--- config.mk ---
export PLATFORM = sky130hd
export DESIGN_NAME = amc_serial_unit
export DESIGN_NICKNAME = d
export VERILOG_FILES = /design/src/include/amc_pkg.sv /design/src/rtl/amc_serial_unit.sv /design/src/rtl/amc_tx.sv /design/src/rtl/amc_rx.sv
export SDC_FILE = /design/constraint.sdc
export NUM_CORES = 1
export LEC_CHECK = 0
export ABC_AREA = 1
export BUFFER_PORTS_ARGS = -buffer_cell sky130_fd_sc_hd__clkbuf_2
export CORE_ASPECT_RATIO = 2
export CORE_MARGIN = 2
export CORE_UTILIZATION = 50
export DETAILED_ROUTE_END_ITERATION = 12
export MAX_ROUTING_LAYER = met4
export PLACE_DENSITY_LB_ADDON = 0.3
export REMOVE_ABC_BUFFERS = 1
export SLEW_MARGIN = 25
export SYNTH_ARGS = -nofsm -noshare
export SYNTH_HDL_FRONTEND = slang
export SYNTH_SLANG_ARGS = --single-unit
export TNS_END_PERCENT = 30
--- constraint.sdc ---
create_clock -name aclk -period 3.3 [get_ports aclk]
set_input_delay 0.165 -clock aclk [delete_from_list [all_inputs] [get_ports aclk]]
set_output_delay 0.165 -clock aclk [all_outputs]
set_load 0.05 [all_outputs]
--- src/include/amc_pkg.sv ---
// Shared constants, types and helpers of the asynchronous serial unit.
package amc_pkg;
  localparam logic [15:0] AMC_MODE_ADDR = 16'hFF50;
  localparam logic [15:0] AMC_AUX_ADDR = 16'hFF58;
  localparam logic [15:0] AMC_DIR_ADDR = 16'hFF60;
  localparam logic [15:0] AMC_LATCH_ADDR = 16'hFF64;
  localparam logic [15:0] AMC_TXBUF_ADDR = 16'hFF68;
  localparam logic [15:0] AMC_RXBUF_ADDR = 16'hFF6C;
  localparam logic [15:0] AMC_ERR_ADDR = 16'hFF70;
  localparam logic [15:0] AMC_TSTAT_ADDR = 16'hFF74;
  localparam logic [15:0] AMC_BAUD_ADDR = 16'hFF78;
  localparam logic [15:0] AMC_CKSEL_ADDR = 16'hFF7C;
  localparam logic [7:0] AMC_MODE_RST = 8'h01;
  localparam logic [4:0] AMC_AUX_RST = 5'h16;
  localparam logic [7:0] AMC_DIR_RST = 8'hFF;
  localparam logic [7:0] AMC_LATCH_RST = 8'h00;
  localparam logic [7:0] AMC_BAUD_RST = 8'hFF;
  localparam logic [3:0] AMC_CKSEL_RST = 4'h0;
  localparam logic [7:0] AMC_BAUD_MIN = 8'h04;
  localparam int AMC_POWER_BIT = 7;
  localparam int AMC_TXE_BIT = 6;
  localparam int AMC_RXE_BIT = 5;
  localparam int AMC_PAR_HI = 4;
  localparam int AMC_PAR_LO = 3;
  localparam int AMC_LEN_BIT = 2;
  localparam int AMC_STOP_BIT = 1;
  localparam int AMC_ORDER_BIT = 1;
  localparam int AMC_INV_BIT = 0;
  localparam int AMC_TX_PIN = 3;
  localparam int AMC_RX_PIN = 4;
  localparam int AMC_ERR_PARITY = 2;
  localparam int AMC_ERR_FRAMING = 1;
  localparam int AMC_ERR_OVERRUN = 0;
  localparam int AMC_TSTAT_FULL = 1;
  localparam int AMC_TSTAT_BUSY = 0;
  localparam logic [1:0] AMC_RESP_OKAY = 2'h0;
  localparam logic [1:0] AMC_RESP_SLVERR = 2'h2;
  typedef enum logic [1:0] {AMC_PAR_NONE = 2'h0, AMC_PAR_ZERO = 2'h1,
    AMC_PAR_ODD = 2'h2, AMC_PAR_EVEN = 2'h3} amc_parity_type;
  typedef enum logic [1:0] {AMC_TX_IDLE = 2'b01,
    AMC_TX_SHIFT = 2'b10} amc_tx_state_type;
  typedef enum logic [2:0] {AMC_RX_IDLE = 3'b001, AMC_RX_START = 3'b010,
    AMC_RX_BITS = 3'b100} amc_rx_state_type;
  typedef struct packed {
    amc_parity_type parity;
    logic len8;
    logic stop2;
    logic lsb_first;
  } amc_frame_cfg_type;
  typedef struct packed {
    logic [7:0] data;
    logic parity_err;
    logic framing_err;
  } amc_rx_result_type;

  // Maps a character to wire order and back; the mapping is its own inverse.
  function automatic logic [7:0] amc_order(input logic [7:0] d,
      input logic len8, input logic lsb);
    logic [7:0] r;
    r = 8'h00;
    for (int i = 0; i < 8; i++) begin
      if (lsb) r[i] = d[i];
      else if (len8) r[i] = d[7 - i];
      else if (i < 7) r[i] = d[6 - i];
    end
    if (!len8) r[7] = 1'b0;
    return r;
  endfunction : amc_order

  function automatic logic amc_parity(input logic [7:0] d,
      input amc_parity_type p);
    case (p)
      AMC_PAR_EVEN: return ^d;
      AMC_PAR_ODD: return ~(^d);
      default: return 1'b0;
    endcase
  endfunction : amc_parity
endpackage : amc_pkg

--- src/rtl/amc_serial_unit.sv ---
// Asynchronous serial unit with mode control, port 1 pins and AXI4-Lite.
//
// Overview of operation
// - Port direction resets FFH; zero means output.
// - All three enables clear gives stop mode.
// - Mode register resets 01H with fixed bit layout.
// - Power clear stops and resets internal circuitry.
// - Power clear resets status and the receive buffer.
// - Transmit enable clear resets the transmitter.
// - Receive enable clear resets the receiver.
// - Power clear holds serial output, input high.
// - One byte per frame, full duplex.
// - TX pin serves serial when powered and enabled, or when invert bit set.
// - Frame starts one start bit, seven/eight bits.
// - Parity even, odd, zero or none.
// - Frame ends with one or two stops.
// - Order bit selects LSB or MSB first.
// - Invert bit selects inverted transmit output.
// - Bit rate is divider output halved.
// - Even parity generated and checked.
// - Odd parity generated and checked.
// - Transmit-complete pulse after final stop bit.
//
// The AXI4-Lite interface to the registers was chosen for this implementation.
module amc_serial_unit
  import amc_pkg::*;
#(
  parameter int CKSEL_MAX = 10
)(
  // Clock, reset and enable.
  input wire logic aclk,
  input wire logic aresetn,
  input wire logic ce,
  // AXI4-Lite write channels.
  input wire logic [15:0] s_axi_awaddr,
  input wire logic s_axi_awvalid,
  output logic s_axi_awready,
  input wire logic [31:0] s_axi_wdata,
  input wire logic [3:0] s_axi_wstrb,
  input wire logic s_axi_wvalid,
  output logic s_axi_wready,
  output logic [1:0] s_axi_bresp,
  output logic s_axi_bvalid,
  input wire logic s_axi_bready,
  // AXI4-Lite read channels.
  input wire logic [15:0] s_axi_araddr,
  input wire logic s_axi_arvalid,
  output logic s_axi_arready,
  output logic [31:0] s_axi_rdata,
  output logic [1:0] s_axi_rresp,
  output logic s_axi_rvalid,
  input wire logic s_axi_rready,
  // Port 1 pins.
  input wire logic [7:0] port1_in,
  output logic [7:0] port1_out,
  output logic [7:0] port1_oe,
  // Transmit-complete event.
  output logic tx_done_irq
);
  if (CKSEL_MAX < 0 || CKSEL_MAX > 15) begin : g_bad_cksel
    $error("CKSEL_MAX out of range");
  end

  logic aw_held, w_held, next_aw_held, next_w_held, next_awready;
  logic next_wready, next_bvalid, next_arready, next_rvalid;
  logic [15:0] aw_addr, next_aw_addr;
  logic [31:0] w_data, next_w_data, next_rdata;
  logic [3:0] w_strb, next_w_strb;
  logic [1:0] next_bresp, next_rresp;
  logic commit, rd_take, wr_hit, rd_hit;
  logic [7:0] uart_mode_control, port1_direction, port1_latch;
  logic [7:0] transmit_buffer, receive_buffer, baud_divisor;
  logic [7:0] next_mode, next_dir, next_latch, next_txbuf, next_rxbuf;
  logic [7:0] next_baud, next_out, next_oe;
  logic [4:0] aux, next_aux;
  logic [3:0] base_clock_select, next_cksel;
  logic [2:0] receive_error_status, next_err;
  logic buf_full, next_full, rx_unread, next_unread, next_irq;
  logic [14:0] presc, next_presc;
  logic [7:0] divcnt, next_divcnt, div_eff;
  logic half_tick, next_half;
  logic [7:0] pin_meta, pin_sync;
  logic unit_power_enable, transmit_enable, receive_enable;
  logic tx_on, rx_on, tx_start, tx_line, tx_busy, tx_done, rx_valid;
  logic serial_in, serial_tx;
  amc_frame_cfg_type cfg;
  amc_rx_result_type rx_result;

  function automatic logic amc_mapped(input logic [15:0] a);
    case (a)
      AMC_MODE_ADDR, AMC_AUX_ADDR, AMC_DIR_ADDR, AMC_LATCH_ADDR,
      AMC_TXBUF_ADDR, AMC_RXBUF_ADDR, AMC_ERR_ADDR, AMC_TSTAT_ADDR,
      AMC_BAUD_ADDR, AMC_CKSEL_ADDR: return 1'b1;
      default: return 1'b0;
    endcase
  endfunction : amc_mapped

  assign unit_power_enable = uart_mode_control[AMC_POWER_BIT];
  assign transmit_enable = uart_mode_control[AMC_TXE_BIT];
  assign receive_enable = uart_mode_control[AMC_RXE_BIT];
  assign tx_on = unit_power_enable && transmit_enable;
  assign rx_on = unit_power_enable && receive_enable;
  assign cfg = '{parity: amc_parity_type'(
      uart_mode_control[AMC_PAR_HI:AMC_PAR_LO]),
    len8: uart_mode_control[AMC_LEN_BIT],
    stop2: uart_mode_control[AMC_STOP_BIT],
    lsb_first: aux[AMC_ORDER_BIT]};
  assign commit = aw_held && w_held && !s_axi_bvalid;
  assign wr_hit = commit && w_strb[0];
  assign rd_take = s_axi_arvalid && s_axi_arready;
  assign rd_hit = rd_take && ce;
  // Power off forces the receive path high so no false start appears.
  assign serial_in = rx_on ? pin_sync[AMC_RX_PIN] : 1'b1;
  assign serial_tx = tx_on ? tx_line : 1'b1;
  // Starting on a tick gives the start bit a full bit time.
  assign tx_start = buf_full && !tx_busy && tx_on && half_tick;

  // Bus slave: address and data may arrive in either order.
  always_comb begin
    next_aw_held = aw_held;
    next_aw_addr = aw_addr;
    next_w_held = w_held;
    next_w_data = w_data;
    next_w_strb = w_strb;
    next_bvalid = s_axi_bvalid;
    next_bresp = s_axi_bresp;
    next_rvalid = s_axi_rvalid;
    next_rdata = s_axi_rdata;
    next_rresp = s_axi_rresp;
    next_arready = s_axi_arready;
    if (s_axi_awvalid && s_axi_awready) begin
      next_aw_held = 1'b1;
      next_aw_addr = s_axi_awaddr;
    end
    if (s_axi_wvalid && s_axi_wready) begin
      next_w_held = 1'b1;
      next_w_data = s_axi_wdata;
      next_w_strb = s_axi_wstrb;
    end
    if (commit) begin
      next_aw_held = 1'b0;
      next_w_held = 1'b0;
      next_bvalid = 1'b1;
      next_bresp = amc_mapped(aw_addr) ? AMC_RESP_OKAY : AMC_RESP_SLVERR;
    end
    if (s_axi_bvalid && s_axi_bready) next_bvalid = 1'b0;
    if (rd_take) begin
      next_arready = 1'b0;
      next_rvalid = 1'b1;
      next_rresp = amc_mapped(s_axi_araddr) ? AMC_RESP_OKAY
        : AMC_RESP_SLVERR;
      case (s_axi_araddr)
        AMC_MODE_ADDR: next_rdata = {24'h000000, uart_mode_control};
        AMC_AUX_ADDR: next_rdata = {27'h0000000, aux};
        AMC_DIR_ADDR: next_rdata = {24'h000000, port1_direction};
        AMC_LATCH_ADDR: next_rdata = {24'h000000, port1_latch};
        AMC_RXBUF_ADDR: next_rdata = {24'h000000, receive_buffer};
        AMC_ERR_ADDR: next_rdata = {29'h00000000, receive_error_status};
        AMC_TSTAT_ADDR: next_rdata = {30'h00000000, buf_full, tx_busy};
        AMC_BAUD_ADDR: next_rdata = {24'h000000, baud_divisor};
        AMC_CKSEL_ADDR: next_rdata = {28'h0000000, base_clock_select};
        default: next_rdata = 32'h00000000;
      endcase
    end
    if (s_axi_rvalid && s_axi_rready) begin
      next_rvalid = 1'b0;
      next_arready = 1'b1;
    end
    next_awready = !next_aw_held && !next_bvalid;
    next_wready = !next_w_held && !next_bvalid;
  end

  always_ff @(posedge aclk) begin
    if (!aresetn) begin
      aw_held <= 1'b0;
      aw_addr <= 16'h0000;
      w_held <= 1'b0;
      w_data <= 32'h00000000;
      w_strb <= 4'h0;
      s_axi_awready <= 1'b0;
      s_axi_wready <= 1'b0;
      s_axi_bvalid <= 1'b0;
      s_axi_bresp <= AMC_RESP_OKAY;
      s_axi_arready <= 1'b0;
      s_axi_rvalid <= 1'b0;
      s_axi_rdata <= 32'h00000000;
      s_axi_rresp <= AMC_RESP_OKAY;
    end else if (ce) begin
      aw_held <= next_aw_held;
      aw_addr <= next_aw_addr;
      w_held <= next_w_held;
      w_data <= next_w_data;
      w_strb <= next_w_strb;
      s_axi_awready <= next_awready;
      s_axi_wready <= next_wready;
      s_axi_bvalid <= next_bvalid;
      s_axi_bresp <= next_bresp;
      s_axi_arready <= next_arready | (!s_axi_arready && !s_axi_rvalid);
      s_axi_rvalid <= next_rvalid;
      s_axi_rdata <= next_rdata;
      s_axi_rresp <= next_rresp;
    end
  end

  // Registers, status and pin drive.
  always_comb begin
    next_mode = uart_mode_control;
    next_aux = aux;
    next_dir = port1_direction;
    next_latch = port1_latch;
    next_txbuf = transmit_buffer;
    next_rxbuf = receive_buffer;
    next_baud = baud_divisor;
    next_cksel = base_clock_select;
    next_err = receive_error_status;
    next_full = buf_full;
    next_unread = rx_unread;
    if (tx_start) next_full = 1'b0;
    if (rd_hit && s_axi_araddr == AMC_ERR_ADDR) next_err = 3'h0;
    if (rd_hit && s_axi_araddr == AMC_RXBUF_ADDR) next_unread = 1'b0;
    if (wr_hit) begin
      case (aw_addr)
        AMC_MODE_ADDR: next_mode = w_data[7:0];
        AMC_AUX_ADDR: next_aux = w_data[4:0];
        AMC_DIR_ADDR: next_dir = w_data[7:0];
        AMC_LATCH_ADDR: next_latch = w_data[7:0];
        AMC_BAUD_ADDR: next_baud = w_data[7:0];
        AMC_CKSEL_ADDR: begin
          // Selects slower than the build supports are clamped.
          next_cksel = w_data[3:0];
          if (w_data[3:0] > 4'(CKSEL_MAX)) next_cksel = 4'(CKSEL_MAX);
        end
        AMC_TXBUF_ADDR: begin
          next_txbuf = w_data[7:0];
          next_full = 1'b1;
        end
        default: next_full = next_full;
      endcase
    end
    // Events are applied after the clears so that a set wins.
    if (rx_valid) begin
      next_rxbuf = rx_result.data;
      next_unread = 1'b1;
      next_err[AMC_ERR_PARITY] |= rx_result.parity_err;
      next_err[AMC_ERR_FRAMING] |= rx_result.framing_err;
      next_err[AMC_ERR_OVERRUN] |= rx_unread;
    end
    if (!transmit_enable) next_full = 1'b0;
    if (!unit_power_enable) begin
      next_err = 3'h0;
      next_full = 1'b0;
      next_rxbuf = 8'h00;
      next_unread = 1'b0;
    end
    next_oe = ~port1_direction;
    next_out = port1_latch;
    if (tx_on || aux[AMC_INV_BIT]) begin
      next_out[AMC_TX_PIN] = serial_tx ^ aux[AMC_INV_BIT];
    end
    next_irq = tx_done;
  end

  always_ff @(posedge aclk) begin
    if (!aresetn) begin
      uart_mode_control <= AMC_MODE_RST;
      aux <= AMC_AUX_RST;
      port1_direction <= AMC_DIR_RST;
      port1_latch <= AMC_LATCH_RST;
      transmit_buffer <= 8'h00;
      receive_buffer <= 8'h00;
      baud_divisor <= AMC_BAUD_RST;
      base_clock_select <= AMC_CKSEL_RST;
      receive_error_status <= 3'h0;
      buf_full <= 1'b0;
      rx_unread <= 1'b0;
      port1_out <= AMC_LATCH_RST;
      port1_oe <= ~AMC_DIR_RST;
      tx_done_irq <= 1'b0;
      pin_meta <= 8'h00;
      pin_sync <= 8'h00;
    end else if (ce) begin
      uart_mode_control <= next_mode;
      aux <= next_aux;
      port1_direction <= next_dir;
      port1_latch <= next_latch;
      transmit_buffer <= next_txbuf;
      receive_buffer <= next_rxbuf;
      baud_divisor <= next_baud;
      base_clock_select <= next_cksel;
      receive_error_status <= next_err;
      buf_full <= next_full;
      rx_unread <= next_unread;
      port1_out <= next_out;
      port1_oe <= next_oe;
      tx_done_irq <= next_irq;
      pin_meta <= port1_in;
      pin_sync <= pin_meta;
    end
  end

  // Rate: prescaler by 2^select, then divider by k; bits take two outputs.
  always_comb begin
    div_eff = (baud_divisor < AMC_BAUD_MIN) ? AMC_BAUD_MIN : baud_divisor;
    next_presc = presc + 15'h0001;
    next_divcnt = divcnt;
    next_half = 1'b0;
    if (presc >= (15'h0001 << base_clock_select) - 15'h0001) begin
      next_presc = 15'h0000;
      next_divcnt = divcnt + 8'h01;
      if (divcnt >= div_eff - 8'h01) begin
        next_divcnt = 8'h00;
        next_half = 1'b1;
      end
    end
  end

  always_ff @(posedge aclk) begin
    if (!aresetn || !unit_power_enable) begin
      presc <= 15'h0000;
      divcnt <= 8'h00;
      half_tick <= 1'b0;
    end else if (ce) begin
      presc <= next_presc;
      divcnt <= next_divcnt;
      half_tick <= next_half;
    end
  end

  amc_tx u_tx (
    .aclk(aclk),
    .clear_n(aresetn && tx_on),
    .ce(ce),
    .half_tick(half_tick),
    .start(tx_start),
    .data(transmit_buffer),
    .cfg(cfg),
    .line(tx_line),
    .busy(tx_busy),
    .done(tx_done)
  );

  amc_rx u_rx (
    .aclk(aclk),
    .clear_n(aresetn && rx_on),
    .ce(ce),
    .half_tick(half_tick),
    .rxd(serial_in),
    .cfg(cfg),
    .result(rx_result),
    .valid(rx_valid)
  );
endmodule : amc_serial_unit

--- src/rtl/amc_tx.sv ---
// Transmit shifter: builds one frame and shifts it out at the bit rate.
module amc_tx
  import amc_pkg::*;
(
  // Clock and synchronous clear.
  input wire logic aclk,
  input wire logic clear_n,
  input wire logic ce,
  // Rate and request.
  input wire logic half_tick,
  input wire logic start,
  input wire logic [7:0] data,
  input wire amc_frame_cfg_type cfg,
  // Line and status.
  output logic line,
  output logic busy,
  output logic done
);
  amc_tx_state_type state, next_state;
  logic [11:0] shreg, next_shreg;
  logic [3:0] left, next_left;
  logic phase, next_phase, next_line, next_done;
  logic [11:0] frame;
  logic [7:0] ord;
  logic [3:0] total;

  always_comb begin
    ord = amc_order(data, cfg.len8, cfg.lsb_first);
    frame = 12'hFFF;
    frame[0] = 1'b0;
    if (cfg.len8) frame[8:1] = ord;
    else frame[7:1] = ord[6:0];
    if (cfg.parity != AMC_PAR_NONE) begin
      frame[cfg.len8 ? 9 : 8] = amc_parity(ord, cfg.parity);
    end
    total = 4'(cfg.len8 ? 10 : 9) + 4'(cfg.parity != AMC_PAR_NONE)
      + 4'(cfg.stop2);
  end

  always_comb begin
    next_state = state;
    next_shreg = shreg;
    next_left = left;
    next_phase = phase;
    next_line = line;
    next_done = 1'b0;
    case (state)
      AMC_TX_IDLE: begin
        next_line = 1'b1;
        if (start) begin
          next_line = frame[0];
          next_shreg = {1'b1, frame[11:1]};
          next_left = total - 4'h1;
          next_phase = 1'b0;
          next_state = AMC_TX_SHIFT;
        end
      end
      AMC_TX_SHIFT: begin
        if (half_tick) begin
          next_phase = ~phase;
          if (phase && left == 4'h0) begin
            next_done = 1'b1;
            next_state = AMC_TX_IDLE;
          end else if (phase) begin
            next_line = shreg[0];
            next_shreg = {1'b1, shreg[11:1]};
            next_left = left - 4'h1;
          end
        end
      end
      default: next_state = AMC_TX_IDLE;
    endcase
  end

  always_ff @(posedge aclk) begin
    if (!clear_n) begin
      state <= AMC_TX_IDLE;
      shreg <= 12'hFFF;
      left <= 4'h0;
      phase <= 1'b0;
      line <= 1'b1;
      done <= 1'b0;
    end else if (ce) begin
      state <= next_state;
      shreg <= next_shreg;
      left <= next_left;
      phase <= next_phase;
      line <= next_line;
      done <= next_done;
    end
  end

  assign busy = (state == AMC_TX_SHIFT);
endmodule : amc_tx

--- src/rtl/amc_rx.sv ---
// Receive sampler: finds a start bit and gathers one frame.
module amc_rx
  import amc_pkg::*;
(
  // Clock and synchronous clear.
  input wire logic aclk,
  input wire logic clear_n,
  input wire logic ce,
  // Rate, line and format.
  input wire logic half_tick,
  input wire logic rxd,
  input wire amc_frame_cfg_type cfg,
  // Result.
  output amc_rx_result_type result,
  output logic valid
);
  amc_rx_state_type state, next_state;
  logic [10:0] bits, next_bits;
  logic [3:0] idx, next_idx, last;
  logic phase, next_phase, next_valid;
  amc_rx_result_type next_result;
  logic [7:0] raw;
  logic pbit;

  always_comb begin
    last = 4'(cfg.len8 ? 8 : 7) + 4'(cfg.parity != AMC_PAR_NONE);
    raw = cfg.len8 ? bits[7:0] : {1'b0, bits[6:0]};
    pbit = cfg.len8 ? bits[8] : bits[7];
    next_state = state;
    next_bits = bits;
    next_idx = idx;
    next_phase = phase;
    next_valid = 1'b0;
    next_result = result;
    case (state)
      AMC_RX_IDLE: if (!rxd) next_state = AMC_RX_START;
      AMC_RX_START: begin
        if (half_tick) begin
          next_state = rxd ? AMC_RX_IDLE : AMC_RX_BITS;
          next_idx = 4'h0;
          next_phase = 1'b0;
        end
      end
      AMC_RX_BITS: begin
        if (half_tick) begin
          next_phase = ~phase;
          if (phase) begin
            next_bits[idx] = rxd;
            next_idx = idx + 4'h1;
            if (idx == last) begin
              next_valid = 1'b1;
              next_state = AMC_RX_IDLE;
              next_result.data = amc_order(raw, cfg.len8,
                cfg.lsb_first);
              next_result.framing_err = ~rxd;
              next_result.parity_err = (cfg.parity == AMC_PAR_EVEN
                || cfg.parity == AMC_PAR_ODD)
                && (pbit != amc_parity(raw, cfg.parity));
            end
          end
        end
      end
      default: next_state = AMC_RX_IDLE;
    endcase
  end

  always_ff @(posedge aclk) begin
    if (!clear_n) begin
      state <= AMC_RX_IDLE;
      bits <= 11'h000;
      idx <= 4'h0;
      phase <= 1'b0;
      valid <= 1'b0;
      result <= '0;
    end else if (ce) begin
      state <= next_state;
      bits <= next_bits;
      idx <= next_idx;
      phase <= next_phase;
      valid <= next_valid;
      result <= next_result;
    end
  end
endmodule : amc_rx

==> results.md <==
- Area of the multi-input gates: 5360 um2
- Hold Startpoint: s_axi_awaddr[3]
- RSZ-0062 raised after global routing: false
- Worst reg2reg endpoint: divcnt[2]$_SDFFE_PP0P_
- Most used DFF post-synth: dfxtp_1
- WL per Instance: ~16 um
- Clk pin slew, worst setup/hold paths: 70 ps
- Port-buffer cells: 81
- Max Cap Viol: 0
- Max incr delay on CP: 400 ps
- Pleak: between 0.004 and 0.005 uW
- Row Count: 73
- Tcrit/Tclk final: between 80 and 90%
- Vias in the first global route: 9256
- Share of the synthesized area in the top cell type: 38.2%
- Final setup viols: 0
- Final worst slack: 398 ps
- WS Path Type: flip-flop to flip-flop
- Post-synthesis sequential area ratio: 38.2%
- Residual DRC: 0
- Slowest cell on crit path: dfxtp_1
- Setup crit start kind: flip-flop
- FILL cells: between 1.5k and 2k
- Critical Path RT: 3680 ps
- GRT Resource Usage Total: 27.3%
- WL final: 27.9 mm
- Hold path endpoint: aw_addr[3]$_SDFFE_PN0P_
- First-pass GRT wire length: 44.9 mm
- R2R Path Start: baud_divisor[4]$_SDFFE_PN1P_
- Nets@finish: 1614
- Worst Max-Slew Pin Slew: 883 ps
- Yosys reg bits: 193
- CTS buffer count: 17
- Die ar.: 21500 um2
- Initial antenna violation count: 0
- Commonest non-fill, non-tap cell in the layout: nand2_1
- Hold Crit Depth: 3
- Vias: 9623
- CP endpoint kind: flip-flop
- Pin count of the biggest net entering global routing: 67
- Placed wire-length estimate: 21.2 mm
- Final Hold Fails: 0
- Rel. slew slack: 40.9%
- Outcome: completed
- Antenna cells: 0
- Width of the die: 105 um
- Post-synthesis cell count: 1428
- Die H: 205 um
- Drt first pass iters: 5
- Vias/cell: 5.45
- Clk_skew: roughly 11 ps
- Yosys top cell by area: dfxtp_1
- Placement Setup Slack: 233 ps
- VDD IR max: 0.257 mV
- Clk sink count: 193
- Core area: 19900 um2
- Max-slew violations: 0
- FF-to-FF setup slack: 400 ps
- Minimum clock period: 2900 ps
- Crit path cell chain: inv_1 > nand4_1 > nand2_1 > nor3_1 > nand2_1 > nor2_1 > xor2_1 > ha_1 > nand2_1 > nor2_1 > nand4_1 > o2111ai_2 > nor3b_1 > nand3_1 > a21oi_1
- Clock insertion delay at the later pin of the skew report: 450 ps
- TritonCTS clock tree: done
- Top cells by area, synth: dfxtp_1, nand2_1, a21oi_1
- Syn_area_per_cell: 7.09 um2
- Synth Warn #: 0
- Async set or reset register ratio after synthesis: 0%
- H-tree depth: 4
- Worst hold-check path type: primary input to flip-flop
- GP Congestion: 0.959
- Final TNS setup: 0 ps
- GR Overflow Total: 0
- Crit path DAT: about 3300 ps
- Layout cell share with drive strength beyond 1: 10.3%
- Fmax: about 0.34 GHz
- EDFF count, synth: 0
- Iter 0 DRT Violations: 481
- Worst Path Max Fanout: 7
- Root Driver: clkbuf_16
- Area growth syn-to-layout: 11.4%
- Synthesized area: 10100 um2
- Initial Utilization: 50.9%
- Sequential cell area: 3860 um2
- CP dominant cell by count: nand2_1
- PwrDens: 416 nW/um2
- Number of nets still failing antenna checks after routing: 0
- Synth unique cells: 44
- I/O Pins: 142
- FF-to-FF path depth: 15
- Clock tree buffer depth: 2
- Most frequent cells in the layout: nand2_1, dfxtp_1, inv_1
-- power breakdown --
part	internal [uW]	switching (uW)
registers	2360	18.8
clock network	1010	988
logic	71.1	249
-- cell usage after synthesis (all sizes together) (34+ instances only) --
library cell and instances:
dfxtp 193, ha 39, nor2 126, nand2 276, nor3 39, a211oi 34, inv 147, o21ai 111
clkbuf 45, nand3 105, buf 42, a21oi 138
-- layout make-up --
| cell class | instances | area share, % |
|---|---|---|
| clock buffers | 18 | 3.89 |
| inverters | 151 | 5.02 |
| well taps | 262 | 2.91 |
| clock inverters | 14 | 1.06 |
| flip-flops and latches | 193 | 34.3 |
| repair buffers | 105 | 5.35 |
| multi-input cells | 1022 | 47.5 |
-- through the flow --
stage | area, um2 | util, % | hold slack, ps | power (uW) | cells
after global placement | 10600 | 53.4 | 432 | 2740 | 1726
final | 11300 | 56.6 | 11.6 | 4700 | 1765
after CTS | 11300 | 56.6 | 1.06 | 4730 | 1765
after global routing | 11300 | 56.6 | 15.0 | 4840 | 1765
after detailed placement | 10600 | 53.4 | 436 | 2740 | 1726
after floorplan | 9770 | - | 254 | 2630 | 1366
-- critical path: cells and delay by family, from the launching register on --
family / cells / cell delay, ps
and+or+nand+nor: 10 / 1420
DFF: 1 / 400
AOI/OAI and AO/OA: 2 / 400
adders and majority gates: 1 / 280
xor gates and xnor gates: 1 / 220
buffers and inverters: 1 / 110
-- logic make-up after synthesis --
logic type | after synthesis | share of synthesized area (%)
xor gates and xnor gates | 30 | 2.59
other | 1 | 0.0370
buffers and inverters | 238 | 10.0
DFF | 193 | 38.2
AOI/OAI and AO/OA | 333 | 18.7
adders and majority gates | 40 | 5.02
and+or+nand+nor | 593 | 25.5
-- worst max path at each step --
stage               slack, ps                              start                      to
floorplan                 370  base_clock_select[3]$_SDFFE_PN0P_  presc[13]$_SDFFE_PP0P_
global placement          300  base_clock_select[3]$_SDFFE_PN0P_  presc[13]$_SDFFE_PP0P_
detailed placement        230       baud_divisor[2]$_SDFFE_PN1P_  divcnt[2]$_SDFFE_PP0P_
CTS                       210       baud_divisor[2]$_SDFFE_PN1P_  divcnt[2]$_SDFFE_PP0P_
global route              120       baud_divisor[2]$_SDFFE_PN1P_  divcnt[2]$_SDFFE_PP0P_
finish                    400       baud_divisor[4]$_SDFFE_PN1P_  divcnt[2]$_SDFFE_PP0P_
-- flip-flops by register name, indices dropped and copies added (netlist names), 9 cells and up --
register     flops
presc           15
u_rx.bits        9
aw_addr         16
u_rx.result     10
u_tx.shreg       9
-- timing repair --
item,CTS,global route
gates resized for setup,0,3
hold buffers,7,0
endpoints found under the hold margin,7,0
setup endpoints to repair,0,11
setup buffers,0,0
-- routing by layer --
| layer | GRT usage (%) | wire length (um) | vias up |
|---|---|---|---|
| met1 | 25.3 | 9830 | 4399 |
| met4 | 19.6 | 1980 | 0 |
| met5 | - | 0 | - |
| met3 | 4.40 | 994 | 128 |
| met2 | 50.2 | 15100 | 231 |
| li1 | - | - | 4865 |
Power figures use the tool's default switching activity.
